$ cat src/design/rfw_regs.svh
// register offsets, field positions, reset values and timing counts
`ifndef RFW_REGS_SVH
`define RFW_REGS_SVH

// ----------------------------------------------------------------------------
// register byte offsets
// ----------------------------------------------------------------------------
`define RFW_OFF_CTRL        12'h000
`define RFW_OFF_STATUS      12'h004
`define RFW_OFF_OUT         12'h008
`define RFW_OFF_IN          12'h00C
`define RFW_OFF_ANA         12'h010
`define RFW_OFF_ENC         12'h014
`define RFW_OFF_WBITE       12'h018
`define RFW_OFF_SBITE       12'h01C
`define RFW_OFF_WCARD       12'h020
`define RFW_OFF_SCARD       12'h024
`define RFW_OFF_LINKIDX     12'h028
`define RFW_OFF_PDX         12'h02C

// ----------------------------------------------------------------------------
// field positions
// ----------------------------------------------------------------------------
`define RFW_CTRL_MODE_LO    0
`define RFW_CTRL_FCLR       4
`define RFW_CTRL_ENC4X      5
`define RFW_ST_FAULT        0
`define RFW_ST_LOWV         1
`define RFW_ST_BITE         2
`define RFW_ST_SHORT        3
`define RFW_ST_HOT          4
`define RFW_ST_FLDLOSS      5

// ----------------------------------------------------------------------------
// reset values and encoder threshold code
// ----------------------------------------------------------------------------
`define RFW_BITE_DEF_MS     16'h0032
`define RFW_LINKIDX_DEF     8'h09
`define RFW_CARD_DEF        32'h0000_0000
`define RFW_THR_ENC_CODE    8'h12

// ----------------------------------------------------------------------------
// timing
// ----------------------------------------------------------------------------
`define RFW_CLK_HZ          40000000
`define RFW_MS_PER_S        1000
`define RFW_CYC_PER_MS      (`RFW_CLK_HZ / `RFW_MS_PER_S)
`define RFW_BLINK_DIV       500

`endif

$ cat src/design/rfw_pkg.sv
// types shared by the field i/o watchdog block
package rfw_pkg;
  // process data modes
  typedef enum logic [1:0] {
    RFW_MODE_IO   = 2'b00,
    RFW_MODE_ANA  = 2'b01,
    RFW_MODE_ANA2 = 2'b10,
    RFW_MODE_ENC  = 2'b11
  } rfw_mode_type;

  // driver chip feedback
  typedef struct packed {
    logic [15:0] short_trip;
    logic [1:0]  hot_warn;
  } rfw_drv_fb_type;

  // field supply sense
  typedef struct packed {
    logic upper_ok;
    logic lower_ok;
    logic logic_supply_jumper;
  } rfw_power_type;
endpackage : rfw_pkg

$ cat src/design/rfw_top.sv
// field i/o processor: outputs, faults, watchdog, lamps, axi4-lite regs
`timescale 1ns/1ps
`include "rfw_regs.svh"

module rfw_top #(
  parameter int unsigned NUM_IN   = 32,
  parameter int unsigned NUM_OUT  = 16,
  parameter int unsigned CHIP_W   = 8,
  parameter int unsigned CYC_MS   = `RFW_CYC_PER_MS
) (
  input  wire logic                  aclk,
  input  wire logic                  aresetn,
  // axi4-lite slave
  input  wire logic [11:0]           s_axi_awaddr,
  input  wire logic                  s_axi_awvalid,
  output logic                       s_axi_awready,
  input  wire logic [31:0]           s_axi_wdata,
  input  wire logic [3:0]            s_axi_wstrb,
  input  wire logic                  s_axi_wvalid,
  output logic                       s_axi_wready,
  output logic [1:0]                 s_axi_bresp,
  output logic                       s_axi_bvalid,
  input  wire logic                  s_axi_bready,
  input  wire logic [11:0]           s_axi_araddr,
  input  wire logic                  s_axi_arvalid,
  output logic                       s_axi_arready,
  output logic [31:0]                s_axi_rdata,
  output logic [1:0]                 s_axi_rresp,
  output logic                       s_axi_rvalid,
  input  wire logic                  s_axi_rready,
  // field side
  input  wire logic [31:0]           field_in,
  input  wire logic [31:0]           field_ana,
  input  wire rfw_pkg::rfw_drv_fb_type drv_fb,
  input  wire rfw_pkg::rfw_power_type  power,
  input  wire logic                  setup_mode,
  output logic [15:0]                field_out,
  output logic [7:0]                 enc_threshold,
  output logic                       fault_lamp,
  output logic                       activity_lamp
);
  import rfw_pkg::*;

  // --------------------------------------------------------------------------
  // input synchronisers (two flops, first flop read only by second)
  // --------------------------------------------------------------------------
  logic [31:0] in_s1_r, in_s2_r;         // digital inputs
  logic [31:0] ana_s1_r, ana_s2_r;       // four 8-bit readings, inputs 0..3
  logic [17:0] fb_s1_r, fb_s2_r;         // driver feedback
  logic [2:0]  pw_s1_r, pw_s2_r;         // supply sense
  logic        su_s1_r, su_s2_r;         // setup jumper

  // sync chains sample through reset: a zeroed rail sense would read as
  // a missing rail at release and latch a false low-voltage fault
  always_ff @(posedge aclk) begin
    in_s1_r  <= field_in;
    in_s2_r  <= in_s1_r;
    ana_s1_r <= field_ana;
    ana_s2_r <= ana_s1_r;
    fb_s1_r  <= drv_fb;
    fb_s2_r  <= fb_s1_r;
    pw_s1_r  <= power;
    pw_s2_r  <= pw_s1_r;
    su_s1_r  <= setup_mode;
    su_s2_r  <= su_s1_r;
  end

  rfw_drv_fb_type fb;
  rfw_power_type  pw;
  assign fb = fb_s2_r;
  assign pw = pw_s2_r;

  // --------------------------------------------------------------------------
  // axi4-lite handshake
  // --------------------------------------------------------------------------
  logic        aw_got_r, w_got_r;        // address / data captured
  logic [11:0] aw_r;
  logic [31:0] wd_r;
  logic [3:0]  ws_r;
  logic        wr_go;                    // both halves present
  assign wr_go = aw_got_r && w_got_r && !s_axi_bvalid;

  // write address and data taken in either order
  always_ff @(posedge aclk) begin
    if (!aresetn) begin
      aw_got_r      <= 1'b0;
      w_got_r       <= 1'b0;
      aw_r          <= 12'h000;
      wd_r          <= 32'h0000_0000;
      ws_r          <= 4'h0;
      s_axi_awready <= 1'b0;
      s_axi_wready  <= 1'b0;
      s_axi_bvalid  <= 1'b0;
      s_axi_bresp   <= 2'b00;
    end else begin
      s_axi_awready <= !aw_got_r && !s_axi_awready && s_axi_awvalid;
      s_axi_wready  <= !w_got_r && !s_axi_wready && s_axi_wvalid;
      if (s_axi_awvalid && s_axi_awready) begin
        aw_got_r <= 1'b1;
        aw_r     <= s_axi_awaddr;
      end
      if (s_axi_wvalid && s_axi_wready) begin
        w_got_r <= 1'b1;
        wd_r    <= s_axi_wdata;
        ws_r    <= s_axi_wstrb;
      end
      if (wr_go) begin
        aw_got_r     <= 1'b0;
        w_got_r      <= 1'b0;
        s_axi_bvalid <= 1'b1;
        // address with word index past the pdx word answers slverr
        s_axi_bresp  <= (aw_r[11:2] > 10'(`RFW_OFF_PDX >> 2)) ? 2'b10 : 2'b00;
      end else if (s_axi_bready) begin
        s_axi_bvalid <= 1'b0;
      end
    end
  end

  // byte-lane merge of a 32-bit word
  function automatic logic [31:0] merge(input logic [31:0] old,
                                        input logic [31:0] nw,
                                        input logic [3:0]  st);
    logic [31:0] res;
    res = old;
    for (int i = 0; i < 4; i++) begin
      if (st[i]) begin
        res[i*8 +: 8] = nw[i*8 +: 8];
      end
    end
    return res;
  endfunction : merge

  logic we_ctrl, we_out, we_wbite, we_sbite, we_wcard, we_scard;
  logic we_link, we_pdx;
  // write decode
  always_comb begin
    we_ctrl  = 1'b0;
    we_out   = 1'b0;
    we_wbite = 1'b0;
    we_sbite = 1'b0;
    we_wcard = 1'b0;
    we_scard = 1'b0;
    we_link  = 1'b0;
    we_pdx   = 1'b0;
    if (!wr_go) begin
      we_ctrl = 1'b0;
    end else if (aw_r == `RFW_OFF_CTRL) begin
      we_ctrl = 1'b1;
    end else if (aw_r == `RFW_OFF_OUT) begin
      we_out = 1'b1;
    end else if (aw_r == `RFW_OFF_WBITE) begin
      we_wbite = 1'b1;
    end else if (aw_r == `RFW_OFF_SBITE) begin
      we_sbite = 1'b1;
    end else if (aw_r == `RFW_OFF_WCARD) begin
      we_wcard = 1'b1;
    end else if (aw_r == `RFW_OFF_SCARD) begin
      we_scard = 1'b1;
    end else if (aw_r == `RFW_OFF_LINKIDX) begin
      we_link = 1'b1;
    end else if (aw_r == `RFW_OFF_PDX) begin
      we_pdx = 1'b1;
    end
  end

  // --------------------------------------------------------------------------
  // parameters: working and stored copies
  // --------------------------------------------------------------------------
  logic [15:0] working_bite_period_r;    // takes effect at once
  logic [15:0] stored_bite_period_r;     // read back only; never copied to working
  logic [31:0] working_card_id_r;
  logic [31:0] stored_card_id_r;
  logic [7:0]  stored_link_rate_index_r;
  logic [31:0] tmp_w;
  assign tmp_w = merge(32'h0000_0000, wd_r, ws_r);

  // stored values do not survive reset here; nothing copies them to working.
  // without real eeprom, both reset to the default.
  always_ff @(posedge aclk) begin
    if (!aresetn) begin
      working_bite_period_r    <= `RFW_BITE_DEF_MS;
      stored_bite_period_r     <= `RFW_BITE_DEF_MS;
      working_card_id_r        <= `RFW_CARD_DEF;
      stored_card_id_r         <= `RFW_CARD_DEF;
      stored_link_rate_index_r <= `RFW_LINKIDX_DEF;
    end else begin
      if (we_wbite) begin
        working_bite_period_r <= 16'(merge({16'h0000, working_bite_period_r},
                                           wd_r, ws_r));
      end
      if (we_sbite) begin
        stored_bite_period_r <= 16'(merge({16'h0000, stored_bite_period_r},
                                          wd_r, ws_r));
      end
      if (we_wcard) begin
        working_card_id_r <= merge(working_card_id_r, wd_r, ws_r);
      end
      if (we_scard) begin
        stored_card_id_r <= merge(stored_card_id_r, wd_r, ws_r);
      end
      if (we_link && ws_r[0]) begin
        stored_link_rate_index_r <= tmp_w[7:0];
      end
    end
  end

  // --------------------------------------------------------------------------
  // mode / control
  // --------------------------------------------------------------------------
  rfw_mode_type mode_r;
  logic         enc4x_r;                 // 0 = 1x counting
  always_ff @(posedge aclk) begin
    if (!aresetn) begin
      mode_r  <= RFW_MODE_IO;
      enc4x_r <= 1'b0;
    end else if (we_ctrl && ws_r[0]) begin
      mode_r  <= rfw_mode_type'(wd_r[`RFW_CTRL_MODE_LO +: 2]);
      enc4x_r <= wd_r[`RFW_CTRL_ENC4X];
    end
  end

  // encoder thresholds forced to 2.5v code in encoder mode
  always_ff @(posedge aclk) begin
    if (!aresetn) begin
      enc_threshold <= 8'h00;
    end else begin
      enc_threshold <= (mode_r == RFW_MODE_ENC) ? `RFW_THR_ENC_CODE
                                                : 8'h00;
    end
  end

  // --------------------------------------------------------------------------
  // watchdog
  // --------------------------------------------------------------------------
  logic [15:0] ms_cnt_r;                 // ms elapsed since last pdx write
  logic [31:0] cyc_cnt_r;                // cycles within one ms
  logic        bite;
  logic        host_touch;               // process data exchange
  assign host_touch = we_pdx;
  assign bite = (working_bite_period_r != 16'h0000) &&
                (ms_cnt_r >= working_bite_period_r);

  always_ff @(posedge aclk) begin
    if (!aresetn) begin
      ms_cnt_r  <= 16'h0000;
      cyc_cnt_r <= 32'h0000_0000;
    end else if (host_touch) begin
      ms_cnt_r  <= 16'h0000;
      cyc_cnt_r <= 32'h0000_0000;
    end else if (cyc_cnt_r == 32'(CYC_MS - 1)) begin
      cyc_cnt_r <= 32'h0000_0000;
      if (ms_cnt_r != 16'hFFFF) begin
        ms_cnt_r <= ms_cnt_r + 16'h0001;
      end
    end else begin
      cyc_cnt_r <= cyc_cnt_r + 32'h0000_0001;
    end
  end

  // --------------------------------------------------------------------------
  // faults: sticky, set wins over clear
  // --------------------------------------------------------------------------
  logic        fault_r, bite_f_r, lowv_r, short_f_r, hot_f_r;
  logic [15:0] short_lock_r;             // per-output latched disable
  logic [1:0]  hot_lock_r;               // per-chip latched disable
  logic        fclr;
  logic        lowv_now;
  assign fclr = we_ctrl && ws_r[0] && wd_r[`RFW_CTRL_FCLR];
  assign lowv_now = !(pw.upper_ok && pw.lower_ok);

  always_ff @(posedge aclk) begin
    if (!aresetn) begin
      fault_r      <= 1'b1;
      bite_f_r     <= 1'b1;
      lowv_r       <= 1'b0;
      short_f_r    <= 1'b0;
      hot_f_r      <= 1'b0;
      short_lock_r <= 16'h0000;
      hot_lock_r   <= 2'b00;
    end else begin
      if (fclr) begin
        fault_r      <= 1'b0;
        bite_f_r     <= 1'b0;
        lowv_r       <= 1'b0;
        short_f_r    <= 1'b0;
        hot_f_r      <= 1'b0;
        short_lock_r <= 16'h0000;
        hot_lock_r   <= 2'b00;
      end
      if (bite) begin
        fault_r  <= 1'b1;
        bite_f_r <= 1'b1;
      end
      if (lowv_now) begin
        fault_r <= 1'b1;
        lowv_r  <= 1'b1;
      end
      if (|fb.short_trip) begin
        fault_r      <= 1'b1;
        short_f_r    <= 1'b1;
        short_lock_r <= (fclr ? 16'h0000 : short_lock_r) | fb.short_trip;
      end
      if (|fb.hot_warn) begin
        fault_r    <= 1'b1;
        hot_f_r    <= 1'b1;
        hot_lock_r <= (fclr ? 2'b00 : hot_lock_r) | fb.hot_warn;
      end
    end
  end

  // --------------------------------------------------------------------------
  // outputs
  // --------------------------------------------------------------------------
  logic [15:0] out_req_r;                // host requested output image
  logic [15:0] chip_mask;                // hot chip expands to 8 outputs
  always_ff @(posedge aclk) begin
    if (!aresetn) begin
      out_req_r <= 16'h0000;
    end else if (fault_r) begin
      out_req_r <= 16'h0000;
    end else if (we_out || we_pdx) begin
      out_req_r <= 16'(merge({16'h0000, out_req_r}, wd_r, ws_r));
    end
  end

  always_comb begin
    chip_mask = 16'h0000;
    for (int c = 0; c < NUM_OUT / CHIP_W; c++) begin
      chip_mask[c*CHIP_W +: CHIP_W] = {CHIP_W{hot_lock_r[c]}};
    end
  end

  always_ff @(posedge aclk) begin
    if (!aresetn) begin
      field_out <= 16'h0000;
    end else if (fault_r) begin
      field_out <= 16'h0000;
    end else begin
      field_out <= out_req_r & ~short_lock_r & ~chip_mask;
    end
  end

  // --------------------------------------------------------------------------
  // encoders: inputs 16/17 and 18/19 as quadrature pairs
  // --------------------------------------------------------------------------
  logic [1:0]  q_prev_r [2];
  logic [15:0] enc_cnt_r [2];
  always_ff @(posedge aclk) begin
    if (!aresetn) begin
      for (int e = 0; e < 2; e++) begin
        q_prev_r[e]  <= 2'b00;
        enc_cnt_r[e] <= 16'h0000;
      end
    end else begin
      for (int e = 0; e < 2; e++) begin
        q_prev_r[e] <= in_s2_r[16 + 2*e +: 2];
        if (mode_r == RFW_MODE_ENC) begin
          // 1x: count on a rising edge only; 4x: every edge
          if (enc4x_r ? (q_prev_r[e][0] != in_s2_r[16 + 2*e]) ||
                        (q_prev_r[e][1] != in_s2_r[17 + 2*e])
                      : (!q_prev_r[e][0] && in_s2_r[16 + 2*e])) begin
            if ((q_prev_r[e][0] ^ in_s2_r[17 + 2*e]) == 1'b1 && enc4x_r) begin
              enc_cnt_r[e] <= enc_cnt_r[e] - 16'h0001;
            end else if (!enc4x_r && in_s2_r[17 + 2*e]) begin
              enc_cnt_r[e] <= enc_cnt_r[e] - 16'h0001;
            end else begin
              enc_cnt_r[e] <= enc_cnt_r[e] + 16'h0001;
            end
          end
        end
      end
    end
  end

  // --------------------------------------------------------------------------
  // lamps: activity toggles every BLINK_DIV exchanges
  // --------------------------------------------------------------------------
  logic [9:0] blink_cnt_r;
  always_ff @(posedge aclk) begin
    if (!aresetn) begin
      blink_cnt_r   <= 10'h000;
      activity_lamp <= 1'b0;
      fault_lamp    <= 1'b1;
    end else begin
      if (su_s2_r) begin
        activity_lamp <= 1'b1;
        fault_lamp    <= 1'b1;
      end else begin
        fault_lamp <= fault_r;
        if (fault_r) begin
          activity_lamp <= 1'b0;
        end else if (host_touch) begin
          if (blink_cnt_r == 10'(`RFW_BLINK_DIV - 1)) begin
            blink_cnt_r   <= 10'h000;
            activity_lamp <= !activity_lamp;
          end else begin
            blink_cnt_r <= blink_cnt_r + 10'h001;
          end
        end
      end
    end
  end

  // --------------------------------------------------------------------------
  // read channel
  // --------------------------------------------------------------------------
  logic [31:0] rd_mux;
  logic        rd_bad;
  // read decode
  always_comb begin
    rd_mux = 32'h0000_0000;
    rd_bad = 1'b0;
    if (s_axi_araddr == `RFW_OFF_CTRL) begin
      rd_mux = {26'h0, enc4x_r, 3'b000, mode_r};
    end else if (s_axi_araddr == `RFW_OFF_STATUS) begin
      rd_mux = {26'h0, lowv_now && pw.logic_supply_jumper,
                hot_f_r, short_f_r, bite_f_r, lowv_r, fault_r};
    end else if (s_axi_araddr == `RFW_OFF_OUT) begin
      rd_mux = {16'h0000, field_out};
    end else if (s_axi_araddr == `RFW_OFF_IN) begin
      rd_mux = in_s2_r;
    end else if (s_axi_araddr == `RFW_OFF_ANA) begin
      rd_mux = (mode_r == RFW_MODE_ANA || mode_r == RFW_MODE_ANA2)
               ? ana_s2_r : 32'h0000_0000;
    end else if (s_axi_araddr == `RFW_OFF_ENC) begin
      rd_mux = {enc_cnt_r[1], enc_cnt_r[0]};
    end else if (s_axi_araddr == `RFW_OFF_WBITE) begin
      rd_mux = {16'h0000, working_bite_period_r};
    end else if (s_axi_araddr == `RFW_OFF_SBITE) begin
      rd_mux = {16'h0000, stored_bite_period_r};
    end else if (s_axi_araddr == `RFW_OFF_WCARD) begin
      rd_mux = working_card_id_r;
    end else if (s_axi_araddr == `RFW_OFF_SCARD) begin
      rd_mux = stored_card_id_r;
    end else if (s_axi_araddr == `RFW_OFF_LINKIDX) begin
      rd_mux = {24'h00_0000, stored_link_rate_index_r};
    end else if (s_axi_araddr == `RFW_OFF_PDX) begin
      rd_mux = in_s2_r;
    end else begin
      rd_bad = 1'b1;
    end
  end

  // one-cycle arready, data registered with it
  always_ff @(posedge aclk) begin
    if (!aresetn) begin
      s_axi_arready <= 1'b0;
      s_axi_rvalid  <= 1'b0;
      s_axi_rdata   <= 32'h0000_0000;
      s_axi_rresp   <= 2'b00;
    end else begin
      s_axi_arready <= s_axi_arvalid && !s_axi_arready && !s_axi_rvalid;
      if (s_axi_arvalid && !s_axi_arready && !s_axi_rvalid) begin
        s_axi_rvalid <= 1'b1;
        s_axi_rdata  <= rd_mux;
        s_axi_rresp  <= rd_bad ? 2'b10 : 2'b00;
      end else if (s_axi_rready) begin
        s_axi_rvalid <= 1'b0;
      end
    end
  end
endmodule : rfw_top

$ cat config.mk
export PLATFORM = sky130hd
export DESIGN_NAME = rfw_top
export DESIGN_NICKNAME = d
export VERILOG_FILES = /design/src/design/rfw_pkg.sv /design/src/design/rfw_top.sv
export VERILOG_INCLUDE_DIRS = /design/src /design/src/design
export SDC_FILE = /design/constraint.sdc
export NUM_CORES = 1
export LEC_CHECK = 0
export BUFFER_PORTS_ARGS = -buffer_cell sky130_fd_sc_hd__buf_2
export CAP_MARGIN = 40
export CORE_MARGIN = 3
export CORE_UTILIZATION = 50
export DETAILED_ROUTE_END_ITERATION = 7
export GPL_TIMING_DRIVEN = 0
export PLACE_DENSITY = 0.69
export SYNTH_ARGS = -nofsm -noshare
export SYNTH_HDL_FRONTEND = slang
export SYNTH_SLANG_ARGS = --single-unit
export TNS_END_PERCENT = 1
$ cat constraint.sdc
create_clock -name aclk -period 3.95 [get_ports aclk]
set_input_delay 0 -clock aclk [delete_from_list [all_inputs] [get_ports aclk]]
set_output_delay 0 -clock aclk [all_outputs]
set_load 0.03 [all_outputs]
==> run metrics, run 1 <==
outcome complete, no violations; GR Util All Layers 30.8%; fin util 65.1%; Crit Path Class reg -> reg; Fin Setup TNS 0 ps; Distinct cells, synth 89; Detail Route Antenna Nets 0; Pleak 10.2 nW; total die area 44600 µm²; antenna violations before repair 3; number of port buffers 208; reg2reg start mode_r[0]; final hold vios 0; Synth Area in Simple Gates 20.4%; clock slew seen by the registers of the worst setup and hold paths 70 ps; final setup violation count 0; CP cell instances ha_1 -> and2_1 -> clkbuf_1 -> nand3_2 -> ha_1 -> a21o_1 -> a21oi_1 -> o211ai_1 -> a31oi_1 -> xor2_1 -> nor2_1; global-route wire length before repair 106000 µm; max incr delay on CP 520 ps; post-synthesis mux area share 2.90%; detailed-placement wirelength estimate 50100 µm; Mapped Area 21000 µm²; xor and xnor area share after synthesis 3.25%; vias in the first global route 18400; Initial Utilization 51.0%; Synth Area in Compound Gates 16.6%; CTS tree built; RSZ-0062 raised after global routing false; area grow syn2layout 27.5%; clk buf depth 3; Die Y-Extent 211 µm; synth warn 0; Num CTS Buffers 54; die width 211 µm; Hold Path Class in -> reg; Async SR Flop Fraction 0%; Max Freq 0.277 GHz; internal reg-to-reg setup slack 350 ps; Tmin final 3600 ps; Syn Area/Cell 9.14 µm²; adder-cell share of the synthesized area 2.36%; worst skew pair latency 630 ps; min-delay src drv_fb[3]; crit path launch type register; crit path DAT 3930 ps; Ports 220; Via density 5.62; H-tree Lvls 2; layout cells sized above 1 14.5%; fin. max-slew vios 0; DRC Markers 0; FF+latch count, synth 520; post-synthesis cell count 2301; most used cell, CP ha_1; CTS root buf clkbuf_16; main combinational cell family by area after synthesis simple AND/OR/NAND/NOR gates; Max rail drop VDD 358 µV; hold_ws 18.7 ps; GR Overflow Total 0; # rows 74; dominant cells by area after synthesis dfxtp_1, nand2_1, a21boi_0, edfxtp_1, a21oi_1; Setup Buffers After CTS 0; worst slack, placed 1.78 ps; critical path fanouts, max 16; Synth area leader dfxtp_1; R2R Path End enc_cnt_r[0][13]; Worst path slowest cell dfxtp_1; CP Capture Type register; reg2reg path depth 11; Synth top cells by count dfxtp_1, nand2_1, nor2_1, a21boi_0, a21oi_1; required time of the critical path 4280 ps; Vias 18900; post-synth top area share 46.5%; clock skew 37.5 ps; hold endpoint fb_s1_r[3]; pwr dens 441 nW/µm²; overall power 11.8 mW; hold depth 2; most frequent cell after synthesis dfxtp_1; fin worst setup slack 345 ps; worst slew pin tran 934 ps; drt total wl 70100 µm; clock sink total 520; total of max-cap violations 0; Post-synth EDFFs 32; wire length per cell 20.9 µm; core region area 41200 µm²; Pre-Repair DR Iteration Count 5; final net count 2975; Placer Congestion 0.972; Starting DRT DRC Count 1763; post-synthesis sequential area ratio 51.0%; Worst Setup SP mode_r[0]; ys flop type dfxtp_1; Tcrit/Tclk final 91.3%; relative slew slack 37.7%; largest net degree at the start of global routing 17
where the power goes:
group	internal (mW)	switching, mW	total [mW]
clock	3.23	2.30	5.53
sequential	5.44	0.108	5.55
combinational	0.351	0.396	0.748
cells by family (layout without fill, tap and decap cells):
kind of cell	Yosys count	in the layout
DFF	520	520
other	1	10
buffers and inverters	170	691
and+or+nand+nor	902	902
AOI/OAI and AO/OA	534	534
muxes	57	57
xor gates and xnor gates	78	78
adders and majority gates	39	39
through the flow:
step	std cells	area [µm²]
after floorplan	2308	21100
after global placement	3048	22800
after detailed placement	3056	22800
after CTS	3361	26800
after global routing	3363	26800
final	3363	26800
per-layer routing:
metal,GRT usage (%),vias up,share of wire [%]
met2,50.1,747,45
li1,-,8966,-
met5,0,-,0
met1,41.5,9014,44
met4,12.7,0,4.2
met3,4.71,167,6.7
critical path, delay by kind of cell, from the launching register on:
family | cells | cell delay [ps]
AOI/OAI and AO/OA | 4 | 950
xor gates and xnor gates | 1 | 190
adders and majority gates | 2 | 790
buffers and inverters | 1 | 230
DFF | 1 | 520
and+or+nand+nor | 3 | 600
placed cells by master (no fill, tap or decap), types with 24 or more instances in the layout:
master / netlist / final
nor2_1: 144 / 144
xor2_1: 46 / 46
dlygate4sd3_1: 0 / 203
dfxtp_1: 488 / 488
a21boi_0: 137 / 137
clkbuf_16: 0 / 55
nor2b_1: 47 / 47
edfxtp_1: 32 / 32
buf_2: 29 / 240
inv_1: 35 / 35
nand2_1: 453 / 453
a211oi_1: 26 / 26
a21oi_1: 136 / 136
nand4_1: 24 / 24
mux2i_1: 35 / 35
nand3_1: 51 / 50
clkbuf_1: 91 / 94
o21ai_0: 95 / 95
xnor2_1: 32 / 32
ha_1: 38 / 38
sequential cells by signal (all words and copies together) (netlist names), 8 cells and up:
signal,count
ana_s1_r,32
ana_s2_r,32
aw_r,12
blink_cnt_r,10
cyc_cnt_r,32
enc_cnt_r,32
fb,18
fb_s1_r,18
field_out,16
in_s1_r,32
in_s2_r,32
ms_cnt_r,16
out_req_r,16
s_axi_rdata,32
short_lock_r,16
stored_bite_period_r,16
stored_card_id_r,32
stored_link_rate_index_r,8
wd_r,32
working_bite_period_r,16
working_card_id_r,32
layout make-up:
class | count | area (µm²)
sequential | 520 | 10700
buffer | 135 | 586
tap | 532 | 666
antenna | 2 | 5.00
multi-input combinational | 1618 | 9610
timing repair buffer | 419 | 3130
clock buffer | 61 | 1420
fill | 3275 | 14400
inverter | 35 | 131
clock inverter | 41 | 534
worst max-delay path by stage:
stage                            end  slack [ps]  depth (start not counted)
global route        enc_cnt_r[0][13]         110                         11
CTS                 enc_cnt_r[0][13]         230                         11
detailed placement  enc_cnt_r[0][13]           2                         11
finish              enc_cnt_r[0][13]         350                         11
global placement    enc_cnt_r[0][13]          70                         11
floorplan           enc_cnt_r[0][13]         900                         11
what timing repair did:
item                       CTS  global route
setup endpoints to repair    1             5
hold endpoints to repair   140             0
gates resized for setup      1             2
hold buffers               203             0
Power figures use the tool's default switching activity.
==> run 2, diff against run 1 <==
Settings changed: PLACE_DENSITY 0.69 to 0.72.
Clock period 3.95 ns to 2.9 ns, I/O delays scaled along.
==> run 2 against run 1 <==
Sequential share of layout area down 0.36 points. Wire length up 4.5%. Combinational power up 40%. Clock-buffer cell count up 5. Flip-flop and latch count unchanged. Core utilization up 0.64 points. Fmax up 26%. Critical path depth up 1. Global-route usage up 1.0 points. Sequential power up 36%. Power up 39%. Die area unchanged. Critical path type unchanged. Critical endpoint is now enc_cnt_r[0][15]. Largest power group is now clock.
==> run metrics, run 2 (synthesis gave the netlist of run 1 again) <==
CP Capture Type register; largest net degree at the start of global routing 17 (unchanged); GR Util All Layers 31.9% (+1.0 points); Worst path slowest cell dfxtp_2; clock sink total 520 (unchanged); Starting DRT DRC Count 1898 (+7.7%); Internal 12.7 mW (+41%); Max rail drop VDD 640 µV (+79%); # rows 74 (unchanged); clock slew seen by the registers of the worst setup and hold paths 60 ps (about the same); Ports 220 (unchanged); Tmin final 2870 ps (-738 ps); final setup violation count 0 (unchanged); CP cell instances buf_8 -> nand2_1 -> xor2_4 -> nand3_4 -> buf_6 -> ha_4 -> o211ai_1 -> o211a_1 -> o211ai_1 -> o22ai_1 -> xnor2_1 -> nor2_1; CTS tree built; CTS root buf clkbuf_16; total of max-cap violations 0 (unchanged); global-route wire length before repair 110000 µm (+3.6%); drt total wl 73300 µm (+4.5%); DRC Markers 0 (unchanged); Pre-Repair DR Iteration Count 5 (unchanged); clock skew 42.1 ps (+4.58 ps); total inserted antenna cells 0 (-2); relative slew slack 34.5% (-3.2 points); share of power burned in registers 45.9% (-1.0 points); met1 usage 42.4% (+0.95 points); placed insts 3054 (-0.065%); layout cells sized above 1 15.5% (+1.1 points); detailed-placement wirelength estimate 50600 µm (+1.1%); sw frac 22.9% (-0.85 points); Initial Utilization 51.0% (unchanged); antenna violations before repair 0 (-3); number of port buffers 208 (unchanged); overall power 16.5 mW (+39%); outcome complete, no violations; Comb pwr share 6.3% (about the same); die width 211 µm (unchanged); met3 usage 5.50% (+0.79 points); vias in the first global route 19000 (+3.4%); Crit Path Class reg -> reg; required time of the critical path 3240 ps (-1040 ps); Max Freq 0.349 GHz (+26%); Clock power frac 47.8% (+1.0 points); core region area 41200 µm² (unchanged); number of fill cells in the layout 3200 (-2.3%); commonest non-fill, non-tap cells in the layout dfxtp_1, nand2_1, buf_2; most used cell, CP o211ai_1; total die area 44600 µm² (unchanged); final hold vios 0 (unchanged); worst slew pin tran 982 ps (+48.3 ps); H-tree Lvls 2 (unchanged); Placer Congestion 0.975 (+0.29%); most used routing layer met2; RSZ-0062 raised after global routing true; Tcrit/Tclk final 98.9% (+7.6 points); met2 Resource Use GR 52.2% (+2.1 points); pwr dens 609 nW/µm² (+38%); final std cells w/o fill 3354 (-0.27%); crit path DAT 3210 ps (-720 ps); Vias 19300 (+2.2%); fin. max-slew vios 0 (unchanged); max incr delay on CP 350 ps (-170 ps); final net count 2970 (-0.17%); critical path fanouts, max 10 (-6); wire length per cell 21.9 µm (+4.8%); Detail Route Antenna Nets 0 (unchanged); Pleak 10.3 nW (+1.0%); Hold Path Class in -> reg; most common cell after layout, fill and taps aside dfxtp_1; Via density 5.76 (+2.5%); clk buf depth 3 (unchanged); GR Overflow Total 0 (unchanged); Fin Setup TNS 0 ps (unchanged); area grow syn2layout 28.8%; Num CTS Buffers 53 (-1.9%); Psw 3.77 mW (+34%); worst skew pair latency 630 ps (about the same); Die Y-Extent 211 µm (unchanged); crit path launch type register
-- run 2: changes by cell type in the layout (fill, tap and decap cells not counted), sizes merged --
cell and change:
diode -2, inv -1, clkbuf +3, bufinv +4, nand3 +1, buf +6
dlygate4sd3 -9, clkinvlp -8, clkinv -3
-- run 2: cell type report --
type / count / area [µm²] / share of cell area, %
Sequential cell: 520 / 10700 / 39.7
Multi-Input combinational cell: 1619 / 9820 / 36.3
Timing Repair Buffer: 415 / 3080 / 11.4
Clock buffer: 66 / 1480 / 5.45
Tap cell: 532 / 666 / 2.46
Buffer: 134 / 592 / 2.19
Clock inverter: 33 / 573 / 2.12
Inverter: 35 / 131 / 0.485
-- run 2: routing by layer --
| layer | vias to the layer above | part of all wire [%] |
|---|---|---|
| met3 | 180 | 8.4 |
| met2 | 894 | 46 |
| li1 | 8967 | - |
| met1 | 9266 | 41 |
| met5 | - | 0 |
| met4 | 0 | 4.1 |
-- run 2: final timing paths --
| path | from | end | cells past startpoint | slack, ps |
|---|---|---|---|---|
| worst max-delay path | enc4x_r | enc_cnt_r[0][15] | 12 | 30 |
| worst max register to register | enc4x_r | enc_cnt_r[0][15] | 12 | 30 |
| worst min register to register | in_s1_r[9] | in_s2_r[9] | 0 | 330 |
| worst min-delay path | field_ana[25] | ana_s1_r[25] | 2 | 10 |
-- run 2: worst max-delay path, delay by kind of cell, from the launching register on --
kind                     cells  cell delay [ps]
buffers and inverters        2              320
AO/OA/AOI/OAI                4              850
flip-flops                   1              350
adder cells (fa/ha/maj)      1              270
AND/OR/NAND/NOR              3              350
XOR/XNOR                     2              430
-- run 2: what timing repair did --
item	in CTS	in global routing
hold buffers	194	0
endpoints found under the setup margin	19	14
pin swaps	2	8
resized for setup	16	25
setup buffers	4	2
cloned	0	1
endpoints found under the hold margin	147	0
-- run 2: metrics by stage --
stage	hold slack [ps]	setup WS, ps	area (µm²)	util [%]
after detailed placement	104	-783	22800	55.4
after global routing	10.0	-58.7	27100	65.7
after floorplan	27.7	12.5	21100	-
after global placement	102	-671	22800	55.3
after CTS	1.22	-1.24	26900	65.3
final	14.3	33.1	27100	65.7
-- run 2: power groups by stage --
stage	clock, mW	combinational (mW)	sequential, mW
after floorplan	0	0.462	7.66
after global placement	0	0.766	7.71
after detailed placement	0	0.786	7.71
after CTS	7.92	0.987	7.55
after global routing	8.21	1.12	7.58
final	7.87	1.05	7.57
